==> src/shared/pdm_cfg.svh <==
`ifndef PDM_CFG_SVH
`define PDM_CFG_SVH
`define PDM_MODE_ACTIVE 2'h0
`define PDM_MODE_LIGHT  2'h1
`define PDM_MODE_MEDIUM 2'h2
`define PDM_MODE_DEEP   2'h3
`define PDM_MODE_RST    2'h0
`define PDM_GO_RST      1'b0
`define PDM_SLEEP_RST   1'b0
`define PDM_REG_ON_RST  1'b1
`define PDM_RECONF_RST  1'b0
`endif

==> src/shared/pdm_pkg.sv <==
package pdm_pkg;
    typedef enum logic [1:0]
    {
        PDM_ACTIVE = 2'b00,
        PDM_LIGHT  = 2'b01,
        PDM_MEDIUM = 2'b10,
        PDM_DEEP   = 2'b11
    } pdm_state_t;

    typedef struct packed
    {
        logic hw_reset;
        logic sleep_timer;
        logic ext_int;
    } pdm_wake_t;
endpackage : pdm_pkg

==> src/rtl/pdm_power_down_control.sv <==
`timescale 1ns/1ps
`include "pdm_cfg.svh"
module pdm_power_down_control
    import pdm_pkg::*;
(
    input  wire logic       core_clk,
    input  wire logic       rst_n,
    input  wire logic       mode_wr,
    input  wire logic [1:0] mode_wdata,
    input  wire logic       go_wr,
    input  wire pdm_wake_t  wake,
    output logic [1:0]      power_down_mode_select,
    output logic            power_down_go,
    output logic            sleeping,
    output logic            digital_regulator_on,
    output logic            reconfig_required
);
    // Power state, current and next
    pdm_state_t state_r;
    pdm_state_t state_nxt;
    pdm_state_t mode_state;

    // Mode field and go bit
    logic [1:0] mode_r;
    logic [1:0] mode_nxt;
    logic       go_r;
    logic       go_nxt;

    // Status flags
    logic       sleep_r;
    logic       sleep_nxt;
    logic       reg_on_r;
    logic       reg_on_nxt;
    logic       reconf_r;
    logic       reconf_nxt;

    // Qualified requests
    logic       is_active;
    logic       is_off_state;
    logic       mode_accept;
    logic       go_seen;
    logic       go_accept;
    logic       wake_hit;
    logic       wake_accept;

    pdm_wake_filter u_filter
    (
        .state    (state_r),
        .wake     (wake),
        .wake_hit (wake_hit)
    );

    // Request qualification
    assign is_active    = (state_r == PDM_ACTIVE);
    assign is_off_state = (state_r == PDM_MEDIUM)
                          || (state_r == PDM_DEEP);
    assign mode_accept  = mode_wr && is_active;
    assign go_seen      = go_wr && is_active;
    assign go_accept    = go_seen && (mode_r != `PDM_MODE_ACTIVE);
    assign wake_accept  = !is_active && wake_hit;
    assign mode_state   = pdm_state_t'(mode_r);

    // Mode field, written only while active and kept across sleep
    always_comb
    begin
        mode_nxt = mode_r;
        unique case (state_r)
            PDM_ACTIVE:
            begin
                if (mode_accept)
                    mode_nxt = mode_wdata;
            end
            PDM_LIGHT,
            PDM_MEDIUM,
            PDM_DEEP:
            begin
                mode_nxt = mode_r;
            end
        endcase
    end

    always_ff @(posedge core_clk or negedge rst_n)
    begin
        if (!rst_n)
            mode_r <= `PDM_MODE_RST;
        else
            mode_r <= mode_nxt;
    end

    // Power state sequencing
    always_comb
    begin
        state_nxt = state_r;
        unique case (state_r)
            PDM_ACTIVE:
            begin
                if (go_accept)
                    state_nxt = mode_state;
            end
            PDM_LIGHT,
            PDM_MEDIUM,
            PDM_DEEP:
            begin
                if (wake_accept)
                    state_nxt = PDM_ACTIVE;
            end
        endcase
    end

    always_ff @(posedge core_clk or negedge rst_n)
    begin
        if (!rst_n)
            state_r <= PDM_ACTIVE;
        else
            state_r <= state_nxt;
    end

    // Go bit: set by an accepted write, cleared on wake
    always_comb
    begin
        go_nxt = go_r;
        unique case (state_r)
            PDM_ACTIVE:
            begin
                if (go_accept)
                    go_nxt = 1'b1;
            end
            PDM_LIGHT,
            PDM_MEDIUM,
            PDM_DEEP:
            begin
                if (wake_accept)
                    go_nxt = 1'b0;
            end
        endcase
    end

    always_ff @(posedge core_clk or negedge rst_n)
    begin
        if (!rst_n)
            go_r <= `PDM_GO_RST;
        else
            go_r <= go_nxt;
    end

    // Sleep flag follows the next state
    always_comb
    begin
        sleep_nxt = 1'b0;
        unique case (state_nxt)
            PDM_ACTIVE: sleep_nxt = 1'b0;
            PDM_LIGHT,
            PDM_MEDIUM,
            PDM_DEEP:   sleep_nxt = 1'b1;
        endcase
    end

    always_ff @(posedge core_clk or negedge rst_n)
    begin
        if (!rst_n)
            sleep_r <= `PDM_SLEEP_RST;
        else
            sleep_r <= sleep_nxt;
    end

    // Digital regulator: on while active or light, off otherwise
    always_comb
    begin
        reg_on_nxt = 1'b1;
        unique case (state_nxt)
            PDM_ACTIVE,
            PDM_LIGHT:  reg_on_nxt = 1'b1;
            PDM_MEDIUM,
            PDM_DEEP:   reg_on_nxt = 1'b0;
        endcase
    end

    always_ff @(posedge core_clk or negedge rst_n)
    begin
        if (!rst_n)
            reg_on_r <= `PDM_REG_ON_RST;
        else
            reg_on_r <= reg_on_nxt;
    end

    // Reconfiguration flag: set by a cycle with the regulator off,
    // cleared by the next go write while active
    always_comb
    begin
        reconf_nxt = reconf_r;
        unique case (state_r)
            PDM_ACTIVE:
            begin
                if (go_seen)
                    reconf_nxt = 1'b0;
            end
            PDM_LIGHT:
            begin
                reconf_nxt = reconf_r;
            end
            PDM_MEDIUM,
            PDM_DEEP:
            begin
                reconf_nxt = 1'b1;
            end
        endcase
    end

    always_ff @(posedge core_clk or negedge rst_n)
    begin
        if (!rst_n)
            reconf_r <= `PDM_RECONF_RST;
        else
            reconf_r <= reconf_nxt;
    end

    // Outputs
    assign power_down_mode_select = mode_r;
    assign power_down_go          = go_r;
    assign sleeping               = sleep_r;
    assign digital_regulator_on   = reg_on_r;
    assign reconfig_required      = reconf_r;
endmodule : pdm_power_down_control

==> src/rtl/pdm_wake_filter.sv <==
`timescale 1ns/1ps
`include "pdm_cfg.svh"
module pdm_wake_filter
    import pdm_pkg::*;
(
    input  wire pdm_state_t state,
    input  wire pdm_wake_t  wake,
    output logic            wake_hit
);
    always_comb
    begin
        unique case (state)
            PDM_ACTIVE: wake_hit = 1'b0;
            PDM_LIGHT,
            PDM_MEDIUM: wake_hit = wake.hw_reset | wake.sleep_timer
                                   | wake.ext_int;
            PDM_DEEP:   wake_hit = wake.hw_reset | wake.ext_int;
        endcase
    end
endmodule : pdm_wake_filter

==> config.mk <==
export PLATFORM = sky130hd
export DESIGN_NAME = pdm_power_down_control
export DESIGN_NICKNAME = d
export VERILOG_FILES = /design/src/shared/pdm_pkg.sv /design/src/rtl/pdm_power_down_control.sv /design/src/rtl/pdm_wake_filter.sv
export VERILOG_INCLUDE_DIRS = /design/src /design/src/shared
export SDC_FILE = /design/constraint.sdc
export NUM_CORES = 1
export LEC_CHECK = 0
export ABC_CLOCK_PERIOD_IN_PS = 1500
export BUFFER_PORTS_ARGS = -buffer_cell sky130_fd_sc_hd__buf_4
export CAP_MARGIN = 30
export CORE_AREA = 2 2 39 41
export CTS_BUF_LIST = sky130_fd_sc_hd__clkbuf_4
export CTS_CLUSTER_DIAMETER = 200
export DETAILED_ROUTE_END_ITERATION = 8
export DIE_AREA = 0 0 41 43
export GPL_ROUTABILITY_DRIVEN = 0
export PLACE_DENSITY_LB_ADDON = 0.12
export SLEW_MARGIN = 20
export SYNTH_ARGS = -nofsm -noshare
export SYNTH_HDL_FRONTEND = slang
export SYNTH_HIERARCHICAL = 1
export SYNTH_SLANG_ARGS = --single-unit
export TNS_END_PERCENT = 30
==> constraint.sdc <==
create_clock -name core_clk -period 1.5 [get_ports core_clk]
set_input_delay 0.45 -clock core_clk [delete_from_list [all_inputs] [get_ports core_clk]]
set_output_delay 0.45 -clock core_clk [all_outputs]
set_load 0.02 [all_outputs]
==> metrics.md, run 1 <==
| Metric | Value |
|---|---|
| Largest net degree at the start of global routing | `9` |
| Worst Path Required | `about 1.6 ns` |
| Commonest cells post-synth | `dfrtp_1 (7), inv_1 (2), mux2_1 (2), nand2_1 (2), nand2b_1 (2)` |
| Die H | `43 um` |
| Final Max Tran Viols | `0` |
| Post-synth top area share | `54.5%` |
| Kind of end point of the critical path | `flip-flop` |
| Synthesized flop and latch total | `8` |
| Vias | `253` |
| Synth unique cells | `15` |
| Starting Density | `23.2%` |
| Placed Area | `447 um^2` |
| Synthesized Nets | `34` |
| CTS tree | `yes` |
| Root Driver | `clkbuf_4` |
| Final Hold Viols | `0` |
| Syn Std Cell Area | `around 320 um^2` |
| Syn avg cell area | `between 10 and 15 um^2` |
| Maximum VDD drop | `0.565 mV` |
| Clk_lat worst skew | `approximately 0.25 ns` |
| DRT antenna net count | `0` |
| Area delta synth->final | `51.4%` |
| Layout cells sized above 1 | `47.7%` |
| Worst min-delay path category | `in2reg` |
| Router iterations before antenna repair | `1` |
| Residual DRC count | `0` |
| Synth warn | `6` |
| Diodes inserted | `0` |
| Synth area leader | `dfrtp_1` |
| Number of DRC markers in iteration 0 | `0` |
| CP Launch Type | `flip-flop` |
| Status | `finished clean` |
| GRT Util Overall | `about 10%` |
| Register area share after synthesis | `62.6%` |
| Crit-path max FO | `5` |
| Crit path largest cell delay | `0.43 ns` |
| Max Cap Viol | `0` |
| Critical Path, Cell by Cell | `a21boi_1 -> o32a_1 -> inv_1 -> a32o_2 -> or2_1` |
| CP arrival | `approximately 1.5 ns` |
| LEAKAGE | `0.000239 uW` |
| I/O pin total | `15` |
| Worst-margin pin slew | `0.235 ns` |
| First-pass GRT wire length | `around 1.1 mm` |
| Cts repair resizes | `0` |
| Fin crit period | `roughly 1.4 ns` |
| Non-Filler Instances | `60` |
| Number of buffers created by CTS | `3` |
| Reg2reg setup slack | `approximately 0.14 ns` |
| Most common flop cell mapped by yosys | `dfrtp_1` |
| Die outline width | `41 um` |
| CTS clk-pin slew, worst paths | `~0.060 ns` |
| CP Class | `reg2reg` |
| Fin crit share | `90.4%` |
| Relative slew slack | `84.3%` |
| CP max stage cell | `dfrtp_1` |
| Count leader, synth | `dfrtp_1` |
| Hold_ws | `0.409 ns` |
| PD cells | `2180 nW/um^2` |
| Setup-failing EPs final | `0` |
| Number of global-route vias before repair | `about 250` |
| Drt wl/cell | `11.3 um` |
| FILL cells | `158` |
| CORE AREA | `1380 um^2` |
| Setup Skew | `0.0108 ns` |
| Final instance area | `about 490 um^2` |
| Ys async rst share | `100%` |
| Port Buffers | `14` |
| Vias/cell | `4.22` |
| Final setup TNS | `0 ns` |
| # H-tree levels | `1` |
| Fmax | `0.737 GHz` |
| Final nets | `54` |
| Clock Path Buffers | `2` |
| Clk sink count | `8` |
| RSZ-0062 raised after global routing | `false` |
| Cells after Synth | `25` |
| # rows | `14` |
| EDFF count, synth | `0` |
| Die ar. | `1760 um^2` |
| Initial antenna violation count | `0` |
| Cells after DPL | `between 50 and 60` |
| Pwr Total | `between 1000 and 1500 uW` |
| Grt ovf | `0` |
| Final WL | `677 um` |
| Synth top area cells | `dfrtp_1 (54%), dfstp_2 (8.2%), mux2_1 (7.0%), nand2b_1 (3.9%), a32o_2 (3.5%)` |
## stage by stage
| stage | setup slack (ns) | utilization, % |
|---|---|---|
| after floorplan | 0.211 | - |
| after CTS | 0.145 | 35.2 |
| after global routing | 0.0728 | 35.2 |
| after global placement | 0.0843 | 32.3 |
| final | 0.144 | 35.2 |
| after detailed placement | 0.0645 | 32.3 |
## cells in the final DEF, fill, tap and decap left out
cell type	instances
buf_4	14
dfrtp_1	7
clkbuf_4	4
inv_1	2
nand2b_1	2
nand2_1	2
mux2_1	2
o2bb2ai_1	1
nor2_2	1
a32o_2	1
or2_1	1
a21o_1	1
o211ai_1	1
o21ai_0	1
dfstp_2	1
dlygate4sd3_1	1
a21boi_1	1
o32a_1	1
## logic make-up after synthesis
family,Yosys count,synth area share [%]
AND/OR/NAND/NOR,6,10.1
multiplexers,2,7.00
flip-flops,8,62.6
buffers and inverters,2,2.34
AO/OA/AOI/OAI,7,17.9
## layout make-up
type	count	area (um^2)	share of cell area, %
clock buffers	4	30.0	6.17
repair buffers	15	115	23.7
flip-flops and latches	8	201	41.4
well taps	16	20.0	4.11
multi-input cells	15	113	23.1
inverters	2	7.51	1.54
## power by group
group	internal [uW]	switching [uW]
logic	221	230
clock network	120	74.5
registers	329	84.9
## critical path: cells and delay by family (launching register included)
kind | cells | cell delay (ns)
compound gates | 3 | 0.54
buf+inv | 1 | 0.06
flops | 1 | 0.43
simple gates | 1 | 0.20
## registers in the layout, summed over array words and instances (netlist names)
register and count:
power_down_mode_select 2, digital_regulator_on 1, sleeping 1, state_r 2
power_down_go 1, reconfig_required 1
## per-layer routing
| layer | track usage, % | part of all wire [%] |
|---|---|---|
| met3 | 4.71 | 5.9 |
| met2 | 15.0 | 53 |
| met5 | 0 | 0 |
| met1 | 9.70 | 40 |
| met4 | 8.00 | 0.89 |
## what timing repair did
item                       in CTS  in global routing
setup endpoints to repair       0                  0
hold buffers                    1                  0
setup buffers                   0                  0
hold endpoints to repair        4                  0
## worst paths after layout
check	depth (start not counted)	endpoint	startpoint
setup / recovery	5	sleeping	state_r[0]
hold reg to reg	1	reconfig_required	reconfig_required
setup reg to reg	5	sleeping	state_r[0]
hold / removal	2	power_down_mode_select[0]	mode_wdata[0]
min in group asynchronous	2	power_down_go	rst_n
max in group asynchronous	2	digital_regulator_on	rst_n
(Power assumes the default switching activity.)
==> inputs of run 2 (changes only) <==
- ABC_CLOCK_PERIOD_IN_PS: 1500 -> 1200
- CELL_PAD_IN_SITES_DETAIL_PLACEMENT: default -> 1
- CELL_PAD_IN_SITES_GLOBAL_PLACEMENT: default -> 1
- clock period: 1.5 -> 1.2 ns (I/O delays scaled with it)
==> run 2 against run 1 <==
The flow now finishes with violations (setup timing). Register-to-register slack got worse by 0.24 ns. First-iteration DRC count unchanged. Worst setup slack got worse by 0.24 ns. Clock power increased by 25%. Non-clock buffer count increased by 2. Final area increased by 8.5%. Clock skew decreased by 0.0022 ns. Largest power group unchanged. Utilization increased by 3.0 points. Routed wire length increased by 14%. Maximum frequency increased by 4.7%. Sequential power increased by 24%. Flip-flop and latch count unchanged.
==> metrics.md, run 2 (synthesized netlist as in run 1, its figures left out) <==
| Metric | Value |
|---|---|
| Met2 Wirelength | `383 um` |
| Kind of end point of the critical path | `flip-flop` |
| Crit Reg-Reg Endpoint | `sleeping` |
| Initial antenna violation count | `0` |
| Clk sink count | `8` |
| Final setup TNS | `-0.127 ns` |
| Net Switching | `530 uW` |
| CORE AREA | `1380 um^2` |
| Final nets | `56` |
| Status | `finished with violations` |
| Diodes inserted | `0` |
| Worst hold path depth | `2` |
| Most common cell after layout, fill and taps aside | `buf_4` |
| Clock Path Buffers | `2` |
| Setup-failing EPs final | `2` |
| Cells after DPL | `57` |
| Starting Density | `23.2%` |
| Root Driver | `clkbuf_4` |
| WL met3 | `58 um` |
| CP arrival | `1.43 ns` |
| CP Launch Type | `flip-flop` |
| # H-tree levels | `1` |
| Worst R2R Start | `state_r[1]` |
| CP Class | `reg2reg` |
| I/O pin total | `15` |
| Seq pwr share | `35.3%` |
| CP max stage cell | `dfrtp_1` |
| Grt ovf | `0` |
| Setup Skew | `approximately 0.0086 ns` |
| FILL cells | `roughly 160` |
| Max Cap Viol | `0` |
| Post-CTS setup buffer count | `0` |
| Die outline width | `~40 um` |
| Fmax | `~0.77 GHz` |
| Non-Filler Instances | `between 60 and 70` |
| Area delta synth->final | `64.2%` |
| Vias/cell | `4.42` |
| Number of buffers created by CTS | `3` |
| Clock share of power | `16.7%` |
| Failing checks | `setup timing` |
| # rows | `14` |
| Worst Path Required | `1.33 ns` |
| CTS tree | `yes` |
| DRT antenna net count | `0` |
| Power Internal | `922 uW` |
| Die ar. | `1760 um^2` |
| Router iterations before antenna repair | `1` |
| Port Buffers | `14` |
| Commonest non-fill, non-tap cells in the layout | `buf_4 (12), dfrtp_1 (7), clkbuf_4 (4), buf_6 (4)` |
| CP Depth | `5` |
| Worst-margin pin slew | `0.219 ns` |
| Combinational power share | `between 40% and 50%` |
| CTS clk-pin slew, worst paths | `about 0.060 ns` |
| Reg2reg setup slack | `-0.09 ns` |
| Worst min-delay path category | `in2reg` |
| Largest net degree at the start of global routing | `9` |
| Wire length on met1 | `324 um` |
| Crit path largest cell delay | `0.41 ns` |
| RSZ-0062 raised after global routing | `true` |
| GRT Util Overall | `10.7%` |
| WP buf/inv | `1` |
| Crit path launch | `state_r[1]` |
| Vias | `274` |
| Clk_lat worst skew | `0.25 ns` |
| Fin crit period | `1.29 ns` |
| Fin worst setup slack | `-0.0948 ns` |
| Maximum VDD drop | `approximately 1.0 mV` |
| Number of DRC markers in iteration 0 | `0` |
| LEAKAGE | `0.000255 uW` |
| Max layer used | `met4` |
| Residual DRC count | `0` |
| Number of global-route vias before repair | `296` |
| Cell family with most CP delay | `compound AO/OA/AOI/OAI gates` |
| Critical Path, Cell by Cell | `a21boi_2 -> o32a_1 -> inv_2 -> a32o_2 -> or2_1` |
| Sw Ratio | `around 37%` |
| R2R cell count | `5` |
| Final Hold Viols | `0` |
| Layout cells sized above 1 | `56.5%` |
| Final WL | `771 um` |
| Relative slew slack | `a little under nine tenths` |
| Crit-path max FO | `3` |
| First-pass GRT wire length | `between 1 and 1.5 mm` |
| PD cells | `2750 nW/um^2` |
| Fin crit share | `108%` |
| Drt wl/cell | `12.4 um` |
| CP endpoint | `sleeping` |
| Die H | `about 43 um` |
| Final Max Tran Viols | `0` |
## run 2: area by class of cell
type                    count  area [um^2]  share of cell area (%)
multi-input cells          15          124                    23.5
repair buffers             17          145                    27.5
well taps                  16         20.0                    3.79
inverters                   2         7.51                    1.42
clock buffers               4         30.0                    5.69
flip-flops and latches      8          201                    38.2
## run 2: how the worst min path moves through the flow
stage,endpoint,slack (ns),from
floorplan,power_down_go,0.06,rst_n
global placement,power_down_go,0.18,rst_n
detailed placement,power_down_go,0.18,rst_n
CTS,power_down_mode_select[1],0.31,mode_wdata[1]
global route,power_down_mode_select[0],0.31,mode_wdata[0]
finish,power_down_mode_select[1],0.32,mode_wdata[1]
## run 2: metal layers
layer,vias to the layer above,GRT usage (%)
met4,0,6.00
met5,-,0
met3,2,4.71
met1,136,12.6
met2,7,15.6
li1,129,-
## run 2: what timing repair did
| action | in CTS | in global routing |
|---|---|---|
| gates resized for setup | 6 | 2 |
| hold endpoints to repair | 7 | 0 |
| hold buffers | 1 | 0 |
| endpoints found under the setup margin | 6 | 7 |
| pin swaps | 0 | 1 |
## run 2: power by group through the flow
stage | logic, uW | clock network (uW) | registers, uW
5_1_grt | 755 | 275 | 533
6_report | 697 | 242 | 513
3_5_place_dp | 637 | 0 | 501
2_1_floorplan | 218 | 0 | 630
3_3_place_gp | 633 | 0 | 495
4_1_cts | 700 | 259 | 506
## run 2: through the flow
| step | power [uW] | hold WS [ns] | area [um^2] | util, % | setup slack, ns |
|---|---|---|---|---|---|
| 2_1_floorplan | 848 | 0.0644 | 322 | - | -0.0452 |
| 3_3_place_gp | 1130 | 0.183 | 462 | 33.4 | -0.121 |
| 3_5_place_dp | 1140 | 0.183 | 462 | 33.4 | -0.166 |
| 4_1_cts | 1460 | 0.309 | 520 | 37.6 | -0.117 |
| 5_1_grt | 1560 | 0.308 | 528 | 38.2 | -0.157 |
| 6_report | 1450 | 0.319 | 528 | 38.2 | -0.0948 |
==> inputs of run 3 (changes only) <==
==> constraint.sdc (replaced) <==
create_clock -name core_clk -period 1.2 [get_ports core_clk]
set_input_delay 0.24 -clock core_clk [delete_from_list [all_inputs] [get_ports core_clk]]
set_output_delay 0.24 -clock core_clk [all_outputs]
set_load 0.02 [all_outputs]
==> run 3 against run 2 <==
The run still ends with setup timing left. Register-to-register slack about the same. Sequential power down 3%. Highest routed layer is now met3. Routed wire length up 0.65%. Clock power about the same.
==> metrics.md, run 3 (synthesized netlist as in run 1, its figures left out) <==
| Metric | Value |
|---|---|
| Status | `finished with violations` |
| Failing checks | `setup timing` |
| Worst Path Required | `1.34 ns` |
| Number of DRC markers in iteration 0 | `0` |
| # H-tree levels | `1` |
| PD cells | `2740 nW/um^2` |
| CP Launch Type | `flip-flop` |
| Vias/cell | `4.53` |
| LEAKAGE | `0.000250 uW` |
| Maximum VDD drop | `between 0.8 and 0.9 mV` |
| Critical Path, Cell by Cell | `a21boi_2 -> o32a_1 -> inv_2 -> a32o_2 -> or2_1` |
| Worst min-delay path category | `in2reg` |
| CTS tree | `yes` |
| Port Buffers | `14` |
| Net Switching | `522 uW` |
| Number of global-route vias before repair | `293` |
| Fin worst setup slack | `-0.104 ns` |
| CORE AREA | `1380 um^2` |
| Layout cells sized above 1 | `between 50 and 60%` |
| Worst-margin pin slew | `0.225 ns` |
| Die ar. | `1760 um^2` |
| Crit path largest cell delay | `a little over 0.4 ns` |
| Clk sink count | `8` |
| Number of buffers created by CTS | `3` |
| Pwr Total | `1410 uW` |
| Sw Ratio | `37.1%` |
| Initial antenna violation count | `0` |
| Cell family with most CP delay | `compound AO/OA/AOI/OAI gates` |
| Combinational power share | `a little under half` |
| Area delta synth->final | `59.5%` |
| First-pass GRT wire length | `approximately 1.2 mm` |
| CP max stage cell | `dfrtp_1` |
| Final WL | `776 um` |
| Hpwl dp | `600 um` |
| Die outline width | `41 um` |
| Commonest non-fill, non-tap cells in the layout | `buf_4 (16), dfrtp_1 (7), clkbuf_4 (4)` |
| Largest net degree at the start of global routing | `9` |
| DRT antenna net count | `0` |
| Vias | `281` |
| WP buf/inv | `1` |
| Drt wl/cell | `12.5 um` |
| Final instance area | `513 um^2` |
| Relative slew slack | `85.0%` |
| CP Class | `reg2reg` |
| Fin crit share | `109%` |
| Final Hold Viols | `0` |
| Clock share of power | `17.0%` |
| Router iterations before antenna repair | `1` |
| Final setup TNS | `-0.104 ns` |
| Kind of end point of the critical path | `flip-flop` |
| Final nets | `between 50 and 60` |
| Placed Area | `462 um^2` |
| CTS clk-pin slew, worst paths | `roughly 0.06 ns` |
| Crit-path max FO | `3` |
| Post-CTS setup buffer count | `0` |
| Clk_lat worst skew | `0.25 ns` |
| I/O pin total | `15` |
| CP arrival | `between 1 and 1.5 ns` |
| Grt ovf | `0` |
| # rows | `14` |
| Setup Skew | `0.00770 ns` |
| Setup-failing EPs final | `1` |
| Starting Density | `23.2%` |
| Seq pwr share | `a little over a third` |
| Max Cap Viol | `0` |
| Clock Path Buffers | `2` |
| Fin crit period | `1.30 ns` |
| Diodes inserted | `0` |
| FILL cells | `160` |
| Residual DRC count | `0` |
| Cells after DPL | `57` |
| Die H | `approximately 43 um` |
| Final Max Tran Viols | `0` |
| Non-Filler Instances | `62` |
| Power Internal | `885 uW` |
| Most common cell after layout, fill and taps aside | `buf_4` |
| Root Driver | `clkbuf_4` |
| RSZ-0062 raised after global routing | `true` |
| Fmax | `0.767 GHz` |
| GRT Util Overall | `10.2%` |
## run 3: cell type report
cell class	instances	area [um^2]	share of cell area, %
repair buffers	17	130	25.4
multi-input cells	15	124	24.1
flip-flops and latches	8	201	39.3
inverters	2	7.51	1.46
clock buffers	4	30.0	5.85
well taps	16	20.0	3.90
## run 3: power by group through the flow
stage	registers, uW	logic [uW]	clock network, uW
floorplan	630	218	0
global placement	491	635	0
detailed placement	499	643	0
CTS	495	676	250
global route	524	717	267
finish	500	668	239
## run 3: worst register-to-register path: stages (launching register included)
cell and delay [ns]:
dfrtp_1 0.41, a21boi_2 0.15, o32a_1 0.17, inv_2 0.05, a32o_2 0.22, or2_1 0.21
## run 3: worst paths after layout
path | to | cells after the start | startpoint | slack (ns)
worst max-delay path | sleeping | 5 | state_r[1] | -0.10
worst min-delay path | power_down_mode_select[0] | 2 | mode_wdata[0] | 0.20
worst max register to register | sleeping | 5 | state_r[1] | -0.10
worst min register to register | reconfig_required | 1 | reconfig_required | 0.48
max in group asynchronous | digital_regulator_on | 2 | rst_n | 0.64
min in group asynchronous | power_down_go | 2 | rst_n | 0.34
## run 3: repair_timing
| item | CTS | global route |
|---|---|---|
| resized for setup | 3 | 1 |
| endpoints found under the hold margin | 8 | 0 |
| hold buffers | 1 | 0 |
| pin swaps | 0 | 1 |
| endpoints found under the setup margin | 3 | 3 |
## run 3: per-stage QoR
step                hold slack (ns)  utilization, %  setup slack, ns
finish                        0.201            37.1           -0.104
global route                  0.200            37.1           -0.155
CTS                           0.193            36.8          -0.0871
detailed placement           0.0632            33.4          -0.0932
floorplan                   -0.0556               -          -0.0452
global placement             0.0631            33.4          -0.0521
## run 3: layer usage
layer,up-vias,track usage [%],share of wire [%]
met2,7,17.2,52
met1,142,11.1,41
met5,-,0,0
met3,0,3.14,6.4
li1,132,-,-
met4,0,4.00,0
